<file path="src/shared/mftc_pkg.sv">
// Purpose: Shared constants and carrier types for the multifunction timer core
// Assumes: Single clock domain, synchronous active-low reset
// Notes:   Action, edge and source encodings are local choices
package mftc_pkg;

  localparam int unsigned CNT_W       = 16;
  localparam int unsigned PSC_W       = 8;
  localparam int unsigned CLK_DIV     = 3;
  localparam logic [1:0]  CLK_DIV_MAX = 2'h2;
  localparam logic [15:0] CNT_RST     = 16'hFFFF;
  localparam logic [15:0] CNT_ZERO    = 16'h0000;
  localparam logic [15:0] CNT_ONES    = 16'hFFFF;
  localparam logic [7:0]  PSC_RST     = 8'h00;

  typedef enum logic [1:0] { ACT_NOP, ACT_SET, ACT_RESET, ACT_TOGGLE } mftc_act_t;
  typedef enum logic [1:0] { EDGE_NONE, EDGE_RISE, EDGE_FALL, EDGE_BOTH } mftc_edge_t;

  // Actions per output for each source: compare 0, compare 1, end of count
  typedef struct packed {
    mftc_act_t cmp0;
    mftc_act_t cmp1;
    mftc_act_t eoc;
  } mftc_out_cfg_t;

  // Timer control and mode bits
  typedef struct packed {
    logic       run;          // Counter enable
    logic       count_down;   // Counting direction
    logic       ext_clock;    // Prescaler fed by external clock input
    logic       one_shot_select;
    logic       retrigger_en;
    logic       bivalue_select;
    logic       capture0;     // Register 0 captures instead of loading
    logic       capture1;     // Register 1 captures instead of monitoring
    logic       event_src_cmp0; // On-chip event from compare 0 instead of eoc
    logic       input_b_to_reg0;
    logic [7:0] prescale;
  } mftc_ctrl_t;

  typedef struct packed {
    logic eoc;
    logic cap0;
    logic cap1;
    logic cmp0;
    logic cmp1;
  } mftc_irq_src_t;

endpackage

</file>
<file path="src/core/mftc_core.sv">
// Purpose: Multifunction timer core: prescaler, counter, compares, triggers, outputs
// Assumes: Pins synchronous to clk_sys_i; control bits are plain ports
// Notes:   Interrupt requests are single-cycle pulses for an external interrupt controller
`timescale 1ns/1ps

// Overview of operation
// - 16-bit counter behind 8-bit prescaler, clock/3
// - Two compare and two load/capture registers
// - Inputs detect rise, fall or both edges
// - Each output driven by cmp0, cmp1, eoc
// - Per source action: nop, set, reset, toggle
// - On-chip event from eoc or compare 0
// - Five masked sources into three prioritized requests
// - Two DMA requests override matching interrupts
// - Control and mode bits select operation
// - Triggers from soft bits or input edges
// - Trigger captures or loads per mode
// - Input A or soft 0 targets register 0
// - Input B or soft 1 targets register 1
// - Load-monitor mode lets input B trigger reg0
// - One-shot end of count halts, no reload
// - One-shot restart by A, B or soft 0
// - One-shot select picks one-shot or continuous
// - Continuous mode reloads at end of count
// - Biload alternates, first reload from reg0
// - Triggered ignores early triggers; retriggered reloads
// - Retrigger enable selects triggered or retriggered
module mftc_core
  import mftc_pkg::*;
(
  input  wire logic                         clk_sys_i,
  input  wire logic                         rstn_i,
  input  wire mftc_pkg::mftc_ctrl_t         ctrl_i,
  input  wire mftc_pkg::mftc_edge_t         input_a_edge_select_i,
  input  wire mftc_pkg::mftc_edge_t         input_b_edge_select_i,
  input  wire mftc_pkg::mftc_out_cfg_t      out0_cfg_i,
  input  wire mftc_pkg::mftc_out_cfg_t      out1_cfg_i,
  input  wire mftc_pkg::mftc_irq_src_t      irq_mask_i,
  input  wire logic                         dma0_cap_en_i,
  input  wire logic                         dma0_cmp_en_i,
  input  wire logic                         soft_trigger_0_i,
  input  wire logic                         soft_trigger_1_i,
  input  wire logic                         reg0_wr_i,
  input  wire logic                         reg1_wr_i,
  input  wire logic                         cmp0_wr_i,
  input  wire logic                         cmp1_wr_i,
  input  wire logic [mftc_pkg::CNT_W-1:0]   wdata_i,
  input  wire logic                         ext_clk_i,
  input  wire logic                         event_input_a_i,
  input  wire logic                         event_input_b_i,
  output logic      [mftc_pkg::CNT_W-1:0]   count_o,
  output logic      [mftc_pkg::CNT_W-1:0]   load_capture_reg_0_o,
  output logic      [mftc_pkg::CNT_W-1:0]   load_capture_reg_1_o,
  output logic                              running_o,
  output logic                              out0_o,
  output logic                              out1_o,
  output logic                              on_chip_event_o,
  output logic                              irq_eoc_o,
  output logic                              irq_cap_o,
  output logic                              irq_cmp_o,
  output logic                              dma_cap0_req_o,
  output logic                              dma_cmp0_req_o
);
  import mftc_pkg::*;

  logic [CNT_W-1:0] cnt_q;
  logic [CNT_W-1:0] reg0_q;
  logic [CNT_W-1:0] reg1_q;
  logic [CNT_W-1:0] cmp0_q;
  logic [CNT_W-1:0] cmp1_q;
  logic [1:0]       div3_q;
  logic [PSC_W-1:0] psc_q;
  logic             ina_q;
  logic             inb_q;
  logic             extc_q;
  logic             run_q;
  logic             bisel_q;
  logic             bm_q;
  logic             out0_q;
  logic             out1_q;
  logic             evt_q;
  logic             cap0_ev_q;
  logic             cap1_ev_q;
  logic             cmp0_ev_q;
  logic             cmp1_ev_q;
  logic             eoc_ev_q;

  function automatic logic edge_hit(input mftc_edge_t sel, input logic prev, input logic cur);
    edge_hit = ((sel == EDGE_RISE) || (sel == EDGE_BOTH)) && !prev && cur
            || ((sel == EDGE_FALL) || (sel == EDGE_BOTH)) && prev && !cur;
  endfunction

  function automatic logic apply_act(input mftc_act_t act, input logic ev, input logic cur);
    apply_act = cur;
    if (ev)
    begin
      unique case (act)
        ACT_NOP:    apply_act = cur;
        ACT_SET:    apply_act = 1'b1;
        ACT_RESET:  apply_act = 1'b0;
        ACT_TOGGLE: apply_act = ~cur;
      endcase
    end
  endfunction

  // Edge detection on pins that are already synchronous
  logic ev_a;
  logic ev_b;
  logic ext_tick;
  logic core_tick;
  logic psc_tick;
  logic psc_done;
  logic step;
  logic eoc;
  logic trig0;
  logic trig1;
  logic restart;
  logic ignore_trig;
  logic load0;
  logic monitor1;

  assign ev_a     = edge_hit(input_a_edge_select_i, ina_q, event_input_a_i);
  assign ev_b     = edge_hit(input_b_edge_select_i, inb_q, event_input_b_i);
  assign ext_tick = ext_clk_i && !extc_q;
  assign core_tick = (div3_q == CLK_DIV_MAX);
  assign psc_tick = ctrl_i.ext_clock ? ext_tick : core_tick;
  // Limit test uses >= so a prescale lowered mid-count cannot stall for a full wrap
  assign psc_done = psc_tick && (psc_q >= ctrl_i.prescale);
  assign step     = psc_done && run_q && ctrl_i.run;
  assign eoc      = step && (ctrl_i.count_down ? (cnt_q == CNT_ZERO)
                                               : (cnt_q == CNT_ONES));
  assign monitor1 = !ctrl_i.capture1 && !ctrl_i.bivalue_select;
  // Bicapture routes input A by bisel_q in the capture path; bisel_q does not toggle while capture0 is set
  assign trig0    = ev_a || soft_trigger_0_i
                 || (ev_b && ctrl_i.input_b_to_reg0 && !ctrl_i.capture0 && monitor1);
  assign trig1    = (ev_b || soft_trigger_1_i) && !ctrl_i.input_b_to_reg0;
  // Restart after halt: only A, B or soft 0; soft 1 never restarts
  assign restart  = ctrl_i.one_shot_select && !run_q
                 && (ev_a || ev_b || soft_trigger_0_i);
  // Triggered mode masks triggers while running; in continuous mode all are masked
  assign ignore_trig = !ctrl_i.retrigger_en
                    && (run_q || !ctrl_i.one_shot_select);
  assign load0    = !ctrl_i.capture0 && (restart || (trig0 && !ignore_trig));

  always_ff @(posedge clk_sys_i)
  begin
    if (!rstn_i)
    begin
      ina_q  <= 1'b0;
      inb_q  <= 1'b0;
      extc_q <= 1'b0;
    end
    else
    begin
      ina_q  <= event_input_a_i;
      inb_q  <= event_input_b_i;
      extc_q <= ext_clk_i;
    end
  end

  // Divide-by-three and programmable prescaler
  always_ff @(posedge clk_sys_i)
  begin
    if (!rstn_i)
    begin
      div3_q <= 2'h0;
      psc_q  <= PSC_RST;
    end
    else
    begin
      div3_q <= core_tick ? 2'h0 : div3_q + 2'h1;
      if (psc_done)
        psc_q <= PSC_RST;
      else if (psc_tick)
        psc_q <= psc_q + 8'h01;
    end
  end

  // Counter with one-shot halt, continuous reload, biload alternation
  always_ff @(posedge clk_sys_i)
  begin
    if (!rstn_i)
    begin
      cnt_q   <= CNT_RST;
      run_q   <= 1'b1;
      bisel_q <= 1'b0;
      bm_q    <= 1'b0;
    end
    else
    begin
      bm_q <= ctrl_i.bivalue_select;
      if (!ctrl_i.bivalue_select || (ctrl_i.bivalue_select && !bm_q))
        bisel_q <= 1'b0;
      if (load0)
      begin
        cnt_q   <= reg0_q;
        run_q   <= 1'b1;
        bisel_q <= 1'b0;
      end
      else if (eoc && ctrl_i.one_shot_select)
        run_q <= 1'b0;
      else if (eoc && ctrl_i.capture0)
        cnt_q <= ctrl_i.count_down ? CNT_ONES : CNT_ZERO;  // Free running wrap
      else if (eoc)
      begin
        cnt_q <= (ctrl_i.bivalue_select && bisel_q) ? reg1_q : reg0_q;
        if (ctrl_i.bivalue_select && bm_q)
          bisel_q <= ~bisel_q;
      end
      else if (step)
        cnt_q <= ctrl_i.count_down ? cnt_q - 16'h0001 : cnt_q + 16'h0001;
      if (!ctrl_i.one_shot_select)
        run_q <= 1'b1;
    end
  end

  // Load/capture registers; bicapture target follows bisel_q, which never toggles while capture0 is set
  logic cap0_now;
  logic cap1_now;
  logic bicap;
  assign bicap    = ctrl_i.bivalue_select && ctrl_i.capture0;
  assign cap0_now = ctrl_i.capture0 && trig0 && !(bicap && bisel_q);
  assign cap1_now = (ctrl_i.capture1 && trig1) || (bicap && trig0 && bisel_q);

  always_ff @(posedge clk_sys_i)
  begin
    if (!rstn_i)
    begin
      reg0_q <= CNT_RST;
      reg1_q <= CNT_RST;
      cmp0_q <= CNT_RST;
      cmp1_q <= CNT_RST;
    end
    else
    begin
      if (cap0_now)
        reg0_q <= cnt_q;
      else if (reg0_wr_i)
        reg0_q <= wdata_i;
      if (cap1_now || (monitor1 && !bicap))
        reg1_q <= cnt_q;
      else if (reg1_wr_i)
        reg1_q <= wdata_i;
      if (cmp0_wr_i)
        cmp0_q <= wdata_i;
      if (cmp1_wr_i)
        cmp1_q <= wdata_i;
    end
  end

  // Single-cycle event pulses, one per cause
  always_ff @(posedge clk_sys_i)
  begin
    if (!rstn_i)
    begin
      cap0_ev_q <= 1'b0;
      cap1_ev_q <= 1'b0;
      cmp0_ev_q <= 1'b0;
      cmp1_ev_q <= 1'b0;
      eoc_ev_q  <= 1'b0;
    end
    else
    begin
      cap0_ev_q <= cap0_now;
      cap1_ev_q <= cap1_now;
      cmp0_ev_q <= step && (cnt_q == cmp0_q);
      cmp1_ev_q <= step && (cnt_q == cmp1_q);
      eoc_ev_q  <= eoc;
    end
  end

  // Output pins and on-chip event
  always_ff @(posedge clk_sys_i)
  begin
    if (!rstn_i)
    begin
      out0_q <= 1'b0;
      out1_q <= 1'b0;
      evt_q  <= 1'b0;
    end
    else
    begin
      // Sources applied in order cmp0, cmp1, eoc; the later source wins on a tie
      out0_q <= apply_act(out0_cfg_i.eoc, eoc_ev_q,
                apply_act(out0_cfg_i.cmp1, cmp1_ev_q,
                apply_act(out0_cfg_i.cmp0, cmp0_ev_q, out0_q)));
      out1_q <= apply_act(out1_cfg_i.eoc, eoc_ev_q,
                apply_act(out1_cfg_i.cmp1, cmp1_ev_q,
                apply_act(out1_cfg_i.cmp0, cmp0_ev_q, out1_q)));
      evt_q  <= ctrl_i.event_src_cmp0 ? cmp0_ev_q : eoc_ev_q;
    end
  end

  // Interrupt grouping; DMA steals the source it serves
  logic cap0_irq;
  logic cmp0_irq;
  assign cap0_irq = cap0_ev_q && irq_mask_i.cap0 && !dma0_cap_en_i;
  assign cmp0_irq = cmp0_ev_q && irq_mask_i.cmp0 && !dma0_cmp_en_i;
  assign irq_eoc_o = eoc_ev_q && irq_mask_i.eoc;
  assign irq_cap_o = !irq_eoc_o && (cap0_irq || (cap1_ev_q && irq_mask_i.cap1));
  assign irq_cmp_o = !irq_eoc_o && !irq_cap_o
                  && (cmp0_irq || (cmp1_ev_q && irq_mask_i.cmp1));
  assign dma_cap0_req_o = cap0_ev_q && dma0_cap_en_i;
  assign dma_cmp0_req_o = cmp0_ev_q && dma0_cmp_en_i;

  assign count_o              = cnt_q;
  assign load_capture_reg_0_o = reg0_q;
  assign load_capture_reg_1_o = reg1_q;
  assign running_o            = run_q;
  assign out0_o               = out0_q;
  assign out1_o               = out1_q;
  assign on_chip_event_o      = evt_q;

endmodule

</file>
<file path="config.mk">
export PLATFORM = sky130hd
export DESIGN_NAME = mftc_core
export DESIGN_NICKNAME = d
export VERILOG_FILES = /design/src/shared/mftc_pkg.sv /design/src/core/mftc_core.sv
export SDC_FILE = /design/constraint.sdc
export NUM_CORES = 1
export LEC_CHECK = 0
export BUFFER_PORTS_ARGS = -buffer_cell sky130_fd_sc_hd__buf_4
export CORE_MARGIN = 1
export CORE_UTILIZATION = 56
export DETAILED_ROUTE_END_ITERATION = 12
export PLACE_DENSITY = 0.86
export SETUP_SLACK_MARGIN = 0.3
export SYNTH_ARGS = -nofsm -noshare
export SYNTH_HDL_FRONTEND = slang
export SYNTH_SLANG_ARGS = --single-unit
</file>
<file path="constraint.sdc">
create_clock -name clk_sys_i -period 2.9 [get_ports clk_sys_i]
set_clock_uncertainty 0.15 [all_clocks]
set_input_delay 0.435 -clock clk_sys_i [delete_from_list [all_inputs] [get_ports clk_sys_i]]
set_output_delay 0.435 -clock clk_sys_i [all_outputs]
set_load 0.02 [all_outputs]
</file>
==> Yosys cells after proc, flatten, opt, wreduce, memory -nomap -nowiden <==
Index checks and enable logic that the tools add are counted.
{ "word_totals": {"wordCells": 203, "ramBits": 0, "out_inout_bits": 57, "mem_bits_ro": 0, "ff_bits": 104, "inputBits": 68, "latch_bits": 0, "n_memories": 0} }
{ "classes": {"shift": 0, "n_mux": 36, "bitwise_logic": 9, "multipliers": 0, "n_reduce_logical": 103, "n_eq_ne": 29, "div": 0, "addsub": 4, "magnitude_cmp": 1} }
{ "op_table": {"columns": ["op", "count"], "rows": [
  ["$mux W16", 12],
  ["$logic_and A1 B1 Y1", 50],
  ["$eq A2 B2 Y1 const B", 17],
  ["$eq A16 B16 Y1", 2],
  ["$pmux W1 S4", 6],
  ["$logic_not A1 Y1", 20],
  ["$logic_or A1 B1 Y1", 18],
  ["$mux W1", 18],
  ["$add A16 B1 Y16 const B", 1],
  ["$eq A16 B16 Y1 const B", 1],
  ["$eq A2 B1 Y1 const B", 8],
  ["$logic_not A16 Y1", 1],
  ["$sub A16 B1 Y16 const B", 1],
  ["$logic_not A2 Y1", 6],
  ["$not A1 Y1", 9],
  ["$add A8 B1 Y8 const B", 1],
  ["$ge A8 B8 Y1", 1],
  ["$reduce_or A2 Y1", 3],
  ["$reduce_bool A2 Y1", 2],
  ["$reduce_bool A4 Y1", 1],
  ["$reduce_or A3 Y1", 1],
  ["$add A2 B1 Y2 const B", 1],
  ["$ne A2 B2 Y1 const B", 1],
  ["$reduce_and A2 Y1", 1]
]} }

==> Longest topological paths before layout <==
Gate-level depths: netlist of the first run.
{ "logic_depth": {"ltp_word": 14, "ltp_mapped": 11, "depth_no_buf": 9} }

==> Least setup slack after synthesis of the first run <==
No wires, ideal clock.
{ "synth_path": {"kind": "register to register", "start": "register cnt_q[6] (netlist: count_o[6])", "end": "register cnt_q[7] (netlist: count_o[7])", "required_time_ps": 2692, "period_less_slack_ps": 2657, "stages_incl_launch_ff": 10, "path_buffers": 2, "arrival_time_ps": 2448, "setup_time_ps": 58, "slack_ps": 243, "path_cell_list": "dfxtp_1 buf_2 nand4b_1 nor3_1 a32oi_4 or4_1 buf_2 or3_1 a311oi_1 a211o_1"} }
{ "synth_between": {"elab_chain_cells": 7, "elab_cells_between_ends": 17, "cone_classes": "2 x add/sub; 2 x eq/ne; 7 x mux; 6 x reduce/logical"} }
{ "synth_rtl": {"columns": ["element", "line_no", "rtl"], "rows": [
  ["start, declared", "mftc_core.sv:66", "logic [CNT_W-1:0] cnt_q;"],
  ["start signal, assigned", "mftc_core.sv:196", "cnt_q <= reg0_q;"],
  ["start signal, assigned", "mftc_core.sv:203", "cnt_q <= ctrl_i.count_down ? CNT_ONES : CNT_ZERO;"],
  ["start signal, assigned", "mftc_core.sv:206", "cnt_q <= (ctrl_i.bivalue_select && bisel_q) ? reg1_q : reg0_q;"],
  ["$add A16 B1 Y16 (tied with other cells)", "mftc_core.sv:211", "cnt_q <= ctrl_i.count_down ? cnt_q - 16'h0001 : cnt_q + 16'h0001;"],
  ["$mux W16 or $mux W1 (tied branches)", "mftc_core.sv:211, mftc_core.sv:130", null],
  ["$mux W16 or $logic_and A1 B1 Y1 (tied branches)", "mftc_core.sv:210, mftc_core.sv:130", null],
  ["$mux W16 or $logic_and A1 B1 Y1 (tied branches)", "mftc_core.sv:204, mftc_core.sv:202", null],
  ["$mux W16", "mftc_core.sv:202", "else if (eoc && ctrl_i.capture0)"],
  ["$mux W16", "mftc_core.sv:200", "else if (eoc && ctrl_i.one_shot_select)"],
  ["$mux W16", "mftc_core.sv:194", "if (load0)"]
]} }
Several ways; a longest one is shown, not always the timed one. The select of a mux whose other input is x is not followed.
A chain may end at the register's enable or synchronous reset.

==> Final worst setup path of the first run <==
{ "layout_path": {"start": "register psc_q[3]", "end": "register cnt_q[8] (netlist: count_o[8])"} }
{ "layout_between": {"elab_chain_cells": 9, "elab_cells_between_ends": 14, "cone_classes": "1 x order compare; 1 x eq/ne; 4 x mux; 8 x reduce/logical"} }
{ "layout_rtl": {"columns": ["element", "line_no", "rtl"], "rows": [
  ["start, declared", "mftc_core.sv:72", "logic [PSC_W-1:0] psc_q;"],
  ["start signal, assigned", "mftc_core.sv:175", "psc_q <= psc_q + 8'h01;"],
  ["$ge A8 B8 Y1 (*)", "mftc_core.sv:128", "assign psc_done = psc_tick && (psc_q >= ctrl_i.prescale);"],
  ["$logic_and A1 B1 Y1 (*)", "mftc_core.sv:128", null],
  ["$logic_and A1 B1 Y1 (*) (2 in a row)", "mftc_core.sv:129", "assign step = psc_done && run_q && ctrl_i.run;"],
  ["$logic_and A1 B1 Y1", "mftc_core.sv:130", "assign eoc = step && (ctrl_i.count_down ? (cnt_q == CNT_ZERO)"],
  ["$mux W16 or $logic_and A1 B1 Y1 (tied branches)", "mftc_core.sv:204, mftc_core.sv:202", null],
  ["$mux W16", "mftc_core.sv:202", null],
  ["$mux W16", "mftc_core.sv:200", null],
  ["$mux W16", "mftc_core.sv:194", null]
]} }
Every way passes the cells marked *; elsewhere a longest branch is shown, timed or not. The select of a mux whose other input is x is not followed.

==> results of run 1 <==
-- layer usage --
metal	vias to the layer above	GRT usage, %	routed length [µm]	share of wire, %
met5	-	0	0	0
met4	0	15.2	1100	5.2
met3	123	5.21	2080	9.8
met2	458	52.4	9750	46
met1	3035	43.6	8180	39
li1	2873	-	-	-
-- Yosys cell counts (9+ instances only) --
library cell	n	area share, %
and3_1	9	0.91
dfxtp_1	104	34
xor2_1	40	5.6
a21oi_1	28	2.3
inv_1	22	1.3
a211oi_1	9	1.1
mux2i_1	72	12
o211ai_1	20	2.4
ha_1	24	4.8
clkbuf_1	37	2.2
xnor2_1	11	1.6
buf_2	11	0.89
nand2_1	113	6.8
o21ai_0	33	2.7
nor2_1	46	2.8
nor4_1	10	1.0
nor3_1	17	1.4
-- cell type report --
type | count | area, µm² | area share [%]
Timing Repair Buffer | 172 | 1360 | 16.9
Tap cell | 140 | 175 | 2.19
Multi-Input combinational cell | 557 | 4090 | 51.0
Inverter | 22 | 82.6 | 1.03
Sequential cell | 104 | 2110 | 26.3
Clock buffer | 13 | 159 | 1.99
Clock inverter | 2 | 38.8 | 0.485
-- cell families (layout without fill, tap and decap cells) --
group,after synthesis,after routing,share of synthesized area (%)
AO/OA/AOI/OAI,150,150,16.5
AND/OR/NAND/NOR,252,252,19.5
flip-flops,104,104,33.6
buffers and inverters,75,209,5.12
multiplexers,79,79,12.9
adder cells (fa/ha/maj),25,25,5.16
XOR/XNOR,51,51,7.20
-- metrics by stage --
step                      total power [µW]  util [%]
after floorplan                       2210         -
after global placement                2520      68.2
after detailed placement              2560      68.2
after CTS                             3500      71.2
after global routing                  3750      74.2
final                                 3610      74.2
-- worst max-delay path, delay by kind of cell, from the launching register on --
family,cells,cell delay [ps]
adders and majority gates,1,260
buffers and inverters,2,280
DFF,1,380
AOI/OAI and AO/OA,5,700
and+or+nand+nor,2,850
-- registers in the layout, indices dropped and copies added, names as in the netlist --
register	cells
bisel_q	1
bm_q	1
cap0_ev_q	1
cap1_ev_q	1
cmp0_ev_q	1
cmp0_q	16
cmp1_ev_q	1
cmp1_q	16
count_o	16
div3_q	2
eoc_ev_q	1
extc_q	1
ina_q	1
inb_q	1
load_capture_reg_0_o	16
load_capture_reg_1_o	16
on_chip_event_o	1
out0_o	1
out1_o	1
psc_q	8
running_o	1
-- report_power, final --
part           switching (µW)  internal (µW)  total [µW]
clock network             515            445         961
registers                93.2           1520        1610
logic                     587            456        1040
total                    1200           2420        3610
-- worst max path at each step --
stage	start	endpoint	slack, ps	cells past startpoint
floorplan	ctrl_i[3]	count_o[15]$_SDFFE_PN1P_	300	11
global placement	ctrl_i[3]	count_o[7]$_SDFFE_PN1P_	110	11
detailed placement	ctrl_i[16]	count_o[15]$_SDFFE_PN1P_	6	10
CTS	psc_q[0]$_SDFFE_PP0P_	count_o[6]$_SDFFE_PN1P_	290	11
global route	psc_q[4]$_SDFFE_PP0P_	count_o[8]$_SDFFE_PN1P_	160	10
finish	psc_q[3]$_SDFFE_PP0P_	count_o[8]$_SDFFE_PN1P_	200	10
-- timing repair --
| action | in CTS | in global routing |
|---|---|---|
| hold buffers | 0 | 0 |
| pin swaps | 9 | 28 |
| resized for setup | 16 | 63 |
| endpoints found under the setup margin | 8 | 19 |
| setup buffers | 7 | 7 |
| cloned | 1 | 0 |
==> metrics.yaml, run 1 <==
global_route:
  antenna_found_initial: 0
  grt_pass1_vias: 5879
  gr-total-overflow: 0
  grt_pass1_wl_mm: 29.7
  grt_max_degree: 44
  globalRouteTotalUtil_pct: 32.9
yosys:
  ys_ff_latch: 104
  synth_nets: 829
  syn_area_per_cell_um2: 8.43
  synth_edf_count: 0
  synth_cell_types: 63
  async_reset_ff_share_pct: 0
  synthFlopType: "dfxtp_1"
  ys_warn_count: 0
  ys_seq_area_share_pct: 33.6
  synthCells: 736
  synth_area_um2: 6200
setup_path:
  crit_type: "register to register"
  cp.required_ps: 3060
  r2r-start: "psc_q[3]$_SDFFE_PP0P_"
  cp_slowest_cell: "or4_4"
  worst_setup_path_end_kind: "register"
  reg2reg_to: "count_o[8]$_SDFFE_PN1P_"
  slowest_delay_ps: 530
  worstPathMaxFanout: 6
  start_kind: "register"
  rrSetupSlack_ps: 200
  crit_path_cell_trace: "ha_4 > o21ai_2 > o21bai_2 > a31oi_4 > or4_4 > buf_12 > buf_8 > or3_1 > o211a_1 > o21ai_1"
  worstPathArrival_ps: 2860
  rr_worst_depth: 10
floorplan:
  ios: 125
  die_h_um: 107
  fp.coreArea_um2: 10800
  die_area_um2: 11500
  start_util_pct: 57.5
  dieWidth_um: 107
  core.rowCount: 38
detailed_routing:
  route.detailed.drc: 0
  ant_nets: 0
  drt_pass1_iterations: 7
  viasPerCell: 6.42
  vias: 6489
  avgRoutedWirePerCell_um: 20.9
  drt-total-wl_mm: 21.1
  drt_iter0_markers: 773
layout:
  drive_gt1_share_pct: 29.8
  fin_nets: 959
  syn_to_final_growth_pct: 29.0
  stdcell_count: 1010
  final_area_um2: 8000
  mostFrequentLayoutCells: "buf_4 (166), nand2_1 (113), dfxtp_1 (90), mux2i_1 (72), nor2_1 (45)"
  num_antenna_cells: 0
  n_fill_cell: 706
  layout_commonest_cell: "buf_4"
worst_hold_path:
  min_from: "out1_cfg_i[1]"
  hold_end: "out1_o$_SDFF_PN0_"
  min_path_cells: 2
  hp-class: "primary input to register"
clock_tree:
  cts_buffer_depth: 2
  numCtsBuffers: 9
  cts.reportedPaths.clkPinSlew_ps: 110
  clk_latency_ps: 380
  clock-sinks: 104
  cts-root-buf: "clkbuf_8"
  htreeDepth: 3
  cts_tree: "built"
pwr:
  vdd_drop_max_mv: 0.321
  power_density_nw_per_um2: 452
  power_leakage_uw: 0.00350
placed_design:
  post-place-ws_ps: 6.21
  io_buffers: 124
  gp_routability_congestion: 0.921
  hpwlAfterDp_mm: 13.9
  placed_cell_area_um2: 7360
  placed_cells: 980
timing:
  slew_violations: 0
  max_freq_ghz: 0.370
  hold_slack_ps: 92.1
  post-route-period-util_pct: 93.1
  fin_crit_ps: 2700
  setup_tns_ps: 0
  setup_violations: 0
  setup_ws_ps: 199
  hold_violations: 0
  rsz0062_at_grt: "yes"
  timing.slew.headroom_pct: 21.9
  worstMarginPinSlew_ps: 1170
run_status:
  outcome: "finished, final reports clean"
flow_run:
  drv_cap: 0
Note: power is estimated with default switching activity, not from simulation.
==> run 2, diff against run 1 <==
--- a/config.mk
+++ b/config.mk
@@ -8,8 +8,10 @@
 export BUFFER_PORTS_ARGS = -buffer_cell sky130_fd_sc_hd__buf_4
 export CORE_MARGIN = 1
 export CORE_UTILIZATION = 56
+export CTS_CLUSTER_DIAMETER = 150
 export DETAILED_ROUTE_END_ITERATION = 12
-export PLACE_DENSITY = 0.86
+export GPL_TIMING_DRIVEN = 0
+export PLACE_DENSITY_LB_ADDON = 0.3
 export SETUP_SLACK_MARGIN = 0.3
 export SYNTH_ARGS = -nofsm -noshare
 export SYNTH_HDL_FRONTEND = slang
==> run 2 against run 1 <==
Register-to-register slack is essentially flat. Fmax grew 0.15%. Critical path type unchanged. Worst setup slack gained 4.0 ps. Routed wire length decreased by 3.9%. Non-clock buffer count grew 22. Total power is 0.59% lower. Count of clock-buffer cells in the layout fell by 3. Clock power about the same. Largest cell class unchanged. Global-route usage grew 2.0 points.
==> metrics.yaml, run 2 (synthesized netlist as in run 1, its figures left out) <==
global_route:
  grt_pass1_vias: 6003  # +2.1%
  globalRouteTotalUtil_pct: 34.9  # +2.0 points
  grt_max_degree: 21  # -52%
  antenna_found_initial: 0  # unchanged
  grt_pass1_wl_mm: 31.1  # +4.5%
  gr-total-overflow: 0  # unchanged
layout:
  n_fill_cell: 779  # +10%
  regArea_um2: 2100  # -0.36%
  fin_nets: 981  # +2.3%
  layout_commonest_cell: "buf_4"
  mostFrequentLayoutCells: "buf_4 (140), nand2_1 (112), dfxtp_1 (90), mux2i_1 (72), nor2_1 (44)"
  drive_gt1_share_pct: 27.9  # -1.9 points
  multi_input_area_um2: 4080  # -0.15%
  num_antenna_cells: 0  # unchanged
  syn_to_final_growth_pct: 30.2
clock_tree:
  clock-sinks: 104  # unchanged
  cts-root-buf: "clkbuf_8"
  clk_latency_ps: 380  # about the same
  cts_buffer_depth: 2  # unchanged
  cts.reportedPaths.clkPinSlew_ps: 110  # about the same
  numCtsBuffers: 9  # unchanged
  cts_hold_buf: 0  # unchanged
  htreeDepth: 3  # unchanged
  cts_tree: "built"
setup_path:
  worstPathMaxFanout: 6  # unchanged
  rr_worst_depth: 10  # unchanged
  slowest_delay_ps: 550  # +20 ps
  reg2reg_to: "count_o[10]$_SDFFE_PN1P_"
  r2r-start: "psc_q[4]$_SDFFE_PP0P_"
  worstPathArrival_ps: 2830  # -30 ps
  start_kind: "register"
  crit_path_cell_trace: "ha_4 > o21ai_1 > o21bai_1 > a31oi_4 > or4_4 > buf_8 > clkbuf_16 > a21oi_4 > a311oi_1 > a221o_1"
  crit_buf_inv: 2  # unchanged
  rrSetupSlack_ps: 200  # about the same
  cp.required_ps: 3030  # -30 ps
  cp_slowest_cell: "or4_4"
  critical-path-top-delay-family: "compound AO/OA/AOI/OAI gates"
  crit_type: "register to register"
  worst_setup_path_end_kind: "register"
timing:
  worstMarginPinSlew_ps: 996  # -177 ps
  rsz0062_at_grt: "yes"
  timing.slew.headroom_pct: 33.1  # +11 points
  setup_violations: 0  # unchanged
  setup_ws_ps: 203  # +3.98 ps
  max_freq_ghz: 0.371  # +0.15%
  hold_violations: 0  # unchanged
  slew_violations: 0  # unchanged
  post-route-period-util_pct: 93.0  # -0.14 points
  fin_crit_ps: 2700  # -3.98 ps
placed_design:
  gp_routability_congestion: 0.944  # +2.5%
  post-place-ws_ps: -168  # -174 ps
  io_buffers: 118  # -4.8%
  hpwlAfterDp_mm: 14.7  # +5.9%
pwr:
  power_density_nw_per_um2: 445  # -1.5%
  switching_share_pct: 33.4  # +0.29 points
  p_seq_share_pct: 44.7  # about the same
  p_comb_share_pct: 28.6  # -0.3 points
  power.internal_uw: 2390  # -1.0%
  p_total_uw: 3590  # -0.59%
  power.net_switching_uw: 1200  # +0.28%
  vdd_drop_max_mv: 0.325  # +1.1%
  clkPwrFrac_pct: 26.7  # about the same
  power_leakage_uw: 0.00354  # +0.99%
detailed_routing:
  ant_nets: 0  # unchanged
  viasPerCell: 6.13  # -4.6%
  avgRoutedWirePerCell_um: 19.6  # -6.0%
  vias: 6334  # -2.4%
  drt-total-wl_mm: 20.3  # -3.9%
  drt_iter0_markers: 555  # -28%
  drt_pass1_iterations: 7  # unchanged
  route.detailed.drc: 0  # unchanged
worst_hold_path:
  hold_end: "out1_o$_SDFF_PN0_"
  min_path_cells: 2  # unchanged
  hp-class: "primary input to register"
  min_from: "out1_cfg_i[1]"
floorplan:
  die_h_um: 107  # unchanged
  start_util_pct: 57.5  # unchanged
  die_area_um2: 11500  # unchanged
  dieWidth_um: 107  # unchanged
  fp.coreArea_um2: 10800  # unchanged
  ios: 125  # unchanged
  core.rowCount: 38  # unchanged
flow_run:
  drv_cap: 0  # unchanged
run_status:
  outcome: "finished, final reports clean"
==> run 2: cell count changes in the layout (fill, tap and decap cells not counted), sizes merged <==
cell | before | now
inv | 22 | 24
buf | 171 | 155
clkbuf | 13 | 49
clkinvlp | 0 | 1
clkinv | 1 | 2
bufbuf | 1 | 0
==> run 2: worst max-delay path by stage <==
stage,startpoint,to,slack (ps),depth (start not counted)
2_1_floorplan,ctrl_i[3],count_o[15]$_SDFFE_PN1P_,300,11
3_3_place_gp,ctrl_i[16],count_o[5]$_SDFFE_PN1P_,-150,8
3_5_place_dp,ctrl_i[12],count_o[13]$_SDFFE_PN1P_,-170,9
4_1_cts,psc_q[3]$_SDFFE_PP0P_,count_o[8]$_SDFFE_PN1P_,300,10
5_1_grt,psc_q[4]$_SDFFE_PP0P_,count_o[1]$_SDFFE_PN1P_,130,13
6_report,psc_q[4]$_SDFFE_PP0P_,count_o[10]$_SDFFE_PN1P_,200,10
==> run 2: metrics by stage <==
stage / util [%] / area, µm² / TNS [ps] / hold slack, ps / std cells
4_1_cts: 72.8 / 7860 / 0 / 90.6 / 1031
3_3_place_gp: 67.5 / 7280 / -760 / 248 / 994
5_1_grt: 74.8 / 8080 / 0 / 92.7 / 1033
2_1_floorplan: - / 6220 / 0 / 241 / 736
3_5_place_dp: 67.5 / 7280 / -1190 / 258 / 994
6_report: 74.8 / 8080 / 0 / 94.4 / 1033
==> run 2: layout make-up <==
class	instances	area share, %
buffer	53	4.26
clock buffer	10	1.70
clock inverter	6	0.805
inverter	22	1.02
multi-input combinational	557	50.5
sequential	104	26.0
tap	140	2.17
timing repair buffer	141	13.6
==> run 2: worst register-to-register path: cells and delay by family, from the launching register on <==
| kind | cells | cell delay (ps) |
|---|---|---|
| compound gates | 6 | 970 |
| fa+ha+maj | 1 | 260 |
| buf+inv | 2 | 320 |
| flops | 1 | 350 |
| simple gates | 1 | 550 |
==> run 2: power by group through the flow <==
| stage | sequential, µW | clock (µW) | combinational [µW] |
|---|---|---|---|
| after floorplan | 1660 | 0 | 549 |
| after global placement | 1630 | 0 | 889 |
| after detailed placement | 1630 | 0 | 921 |
| after CTS | 1600 | 948 | 986 |
| after global routing | 1610 | 1020 | 1100 |
| final | 1610 | 958 | 1030 |
==> run 2: timing repair <==
item | 4_1_cts | 5_1_grt
resized for setup | 63 | 47
endpoints found under the setup margin | 34 | 33
cloned | 0 | 1
buffers inserted | 21 | 1
pin swaps | 13 | 31
==> run 2: per-layer routing <==
| metal | global-route usage [%] | vias to the layer above | wire length [µm] |
|---|---|---|---|
| met2 | 57.5 | 357 | 9610 |
| met5 | 0 | - | 0 |
| met1 | 44.1 | 2967 | 8030 |
| li1 | - | 2929 | - |
| met3 | 6.42 | 81 | 1810 |
| met4 | 16.2 | 0 | 820 |
==> run 3, diff against run 2 <==
--- a/config.mk
+++ b/config.mk
@@ -5,13 +5,14 @@
 export SDC_FILE = /design/constraint.sdc
 export NUM_CORES = 1
 export LEC_CHECK = 0
-export BUFFER_PORTS_ARGS = -buffer_cell sky130_fd_sc_hd__buf_4
+export BUFFER_PORTS_ARGS = -buffer_cell sky130_fd_sc_hd__buf_2
 export CORE_MARGIN = 1
 export CORE_UTILIZATION = 56
 export CTS_CLUSTER_DIAMETER = 150
 export DETAILED_ROUTE_END_ITERATION = 12
 export GPL_TIMING_DRIVEN = 0
 export PLACE_DENSITY_LB_ADDON = 0.3
+export RECOVER_POWER = 25
 export SETUP_SLACK_MARGIN = 0.3
 export SYNTH_ARGS = -nofsm -noshare
 export SYNTH_HDL_FRONTEND = slang
==> run 3 against run 2 <==
Count of clock-buffer cells in the layout grew 1. Combinational power shrank 3%. Global-route usage shrank 1.5 points. Final cell count shrank 0.29%. Die area is the same. Sequential share of layout area grew 1.1 points. First-iteration DRC count grew 19%. Utilization shrank 3.1 points. Critical path type unchanged. Largest cell class unchanged.
==> metrics.yaml, run 3 (synthesized netlist as in run 1, its figures left out) <==
setup_path:
  cp_slowest_cell: "or4_4"
  cp.required_ps: 3050  # +20 ps
  start_kind: "register"
  rrSetupSlack_ps: 250  # +50 ps
  worstPathMaxFanout: 6  # unchanged
  crit_start: "psc_q[4]$_SDFFE_PP0P_"
  rr_worst_depth: 10  # unchanged
  worstPathArrival_ps: 2800  # -30 ps
  crit_end: "count_o[8]$_SDFFE_PN1P_"
  path_common_cell: "buf_8"
  slowest_delay_ps: 530  # -20 ps
  crit_type: "register to register"
  r2r-start: "psc_q[4]$_SDFFE_PP0P_"
  reg2reg_to: "count_o[8]$_SDFFE_PN1P_"
  worst_setup_path_end_kind: "register"
  crit_path_cell_trace: "ha_1 > o21ai_2 > o21bai_2 > a31oi_4 > or4_4 > buf_8 > buf_8 > or3_1 > o211a_1 > o21ai_1"
clock_tree:
  clock-sinks: 104  # unchanged
  cts.reportedPaths.clkPinSlew_ps: 110  # about the same
  cts-root-buf: "clkbuf_8"
  numCtsBuffers: 9  # unchanged
  clk_latency_ps: 370  # about the same
  cts_hold_buf: 0  # unchanged
  cts_tree: "built"
  htreeDepth: 3  # unchanged
  cts_buffer_depth: 2  # unchanged
layout:
  num_antenna_cells: 0  # unchanged
  layout_commonest_cell: "nand2_1"
  drive_gt1_share_pct: 24.5  # -3.4 points
  n_fill_cell: 838  # +7.6%
  fin_nets: 978  # -0.31%
  mostFrequentLayoutCells: "nand2_1 (112), dfxtp_1 (91), buf_2 (89), mux2i_1 (72), clkbuf_1 (53)"
  syn_to_final_growth_pct: 24.8
floorplan:
  fp.coreArea_um2: 10800  # unchanged
  start_util_pct: 57.5  # unchanged
  die_h_um: 107  # unchanged
  ios: 125  # unchanged
  die_area_um2: 11500  # unchanged
  core.rowCount: 38  # unchanged
  dieWidth_um: 107  # unchanged
timing:
  setup_tns_ps: 0  # unchanged
  fin_crit_ps: 2650  # -45.9 ps
  setup_violations: 0  # unchanged
  timing.slew.headroom_pct: 35.1  # +2.1 points
  setup_ws_ps: 249  # +45.9 ps
  slew_violations: 0  # unchanged
  hold_violations: 0  # unchanged
  rsz0062_at_grt: "yes"
  worstMarginPinSlew_ps: 965  # -30.7 ps
  post-route-period-util_pct: 91.4  # -1.6 points
  max_freq_ghz: 0.377  # +1.7%
global_route:
  antenna_found_initial: 0  # unchanged
  grt_pass1_vias: 5783  # -3.7%
  gr-total-overflow: 0  # unchanged
  grt_pass1_wl_mm: 29.5  # -5.1%
  grt_max_degree: 21  # unchanged
  globalRouteTotalUtil_pct: 33.4  # -1.5 points
detailed_routing:
  ant_nets: 0  # unchanged
  top_layer: "met4"
  route.detailed.drc: 0  # unchanged
  avgRoutedWirePerCell_um: 18.9  # -3.6%
  drt_pass1_iterations: 5  # -2
  route.met3.wl_mm: 1.55  # -14%
  drt-total-wl_mm: 19.5  # -3.9%
  viasPerCell: 6.06  # -1.2%
  vias: 6242  # -1.5%
  wl_met2_mm: 9.34  # -2.8%
  wl_met1_mm: 7.96  # -0.91%
  drt_iter0_markers: 660  # +19%
placed_design:
  hpwlAfterDp_mm: 14.7  # +0.32%
  io_buffers: 118  # unchanged
  post-place-ws_ps: -360  # -192 ps
  gp_routability_congestion: 0.979  # +3.7%
pwr:
  power_leakage_uw: 0.00336  # -5.0%
  power_density_nw_per_um2: 455  # +2.3%
  vdd_drop_max_mv: 0.335  # +3.3%
worst_hold_path:
  hp-class: "primary input to register"
flow_run:
  drv_cap: 0  # unchanged
run_status:
  outcome: "finished, final reports clean"
run 3: changes by cell type in the layout (fill, tap and decap cells not counted), moves of 3 or more:
cell,before,now
clkbuf_1,24,53
o21ai_0,28,25
and2_0,0,3
buf_8,1,4
buf_2,1,89
and2_1,6,3
buf_4,140,22
run 3: per-layer routing:
| metal | GRT usage (%) | vias up |
|---|---|---|
| li1 | - | 2931 |
| met1 | 42.4 | 2972 |
| met2 | 55.8 | 290 |
| met3 | 5.27 | 49 |
| met4 | 14.8 | 0 |
| met5 | 0 | - |
run 3: worst min path at each step:
stage | startpoint | end | slack [ps] | depth (start not counted)
finish | out0_cfg_i[1] | out0_o$_SDFF_PN0_ | 90 | 2
global route | out0_cfg_i[1] | out0_o$_SDFF_PN0_ | 90 | 2
CTS | out1_cfg_i[1] | out1_o$_SDFF_PN0_ | 80 | 2
detailed placement | div3_q[0]$_SDFF_PP0_ | div3_q[0]$_SDFF_PP0_ | 260 | 1
global placement | div3_q[0]$_SDFF_PP0_ | div3_q[0]$_SDFF_PP0_ | 250 | 1
floorplan | div3_q[0]$_SDFF_PP0_ | div3_q[0]$_SDFF_PP0_ | 240 | 1
run 3: worst max-delay path, delay by kind of cell (launching register included):
family | cells | cell delay [ps]
AOI/OAI and AO/OA | 5 | 660
adders and majority gates | 1 | 280
and+or+nand+nor | 2 | 870
buffers and inverters | 2 | 290
DFF | 1 | 330
run 3: area by class of cell:
type / count / area, µm² / share of cell area, %
inverter: 22 / 82.6 / 1.07
tap: 140 / 175 / 2.26
timing repair buffer: 138 / 732 / 9.45
clock buffer: 11 / 131 / 1.70
multi-input combinational: 557 / 4080 / 52.7
clock inverter: 5 / 65.1 / 0.840
sequential: 104 / 2100 / 27.1
buffer: 53 / 372 / 4.80
run 3: repair_timing:
action	in CTS	in global routing
pin swaps	23	20
setup endpoints to repair	34	38
setup buffers	11	8
gates resized for setup	66	63
cloned	1	0
run 3: through the flow:
stage          std cells  hold WS (ps)  instance area [µm²]  utilization, %  total power, µW
2_1_floorplan        736           241                 6220               -             2210
3_3_place_gp         994           248                 6990            64.8             2470
3_5_place_dp         994           263                 6990            64.8             2500
4_1_cts             1022          82.1                 7530            69.7             3460
5_1_grt             1030          91.4                 7740            71.7             3660
6_report            1030          93.9                 7740            71.7             3520
run 3: where the power goes:
part | internal, µW | total, µW | switching (µW)
Combinational | 403 | 994 | 591
Sequential | 1520 | 1600 | 83.9
Clock | 408 | 926 | 518
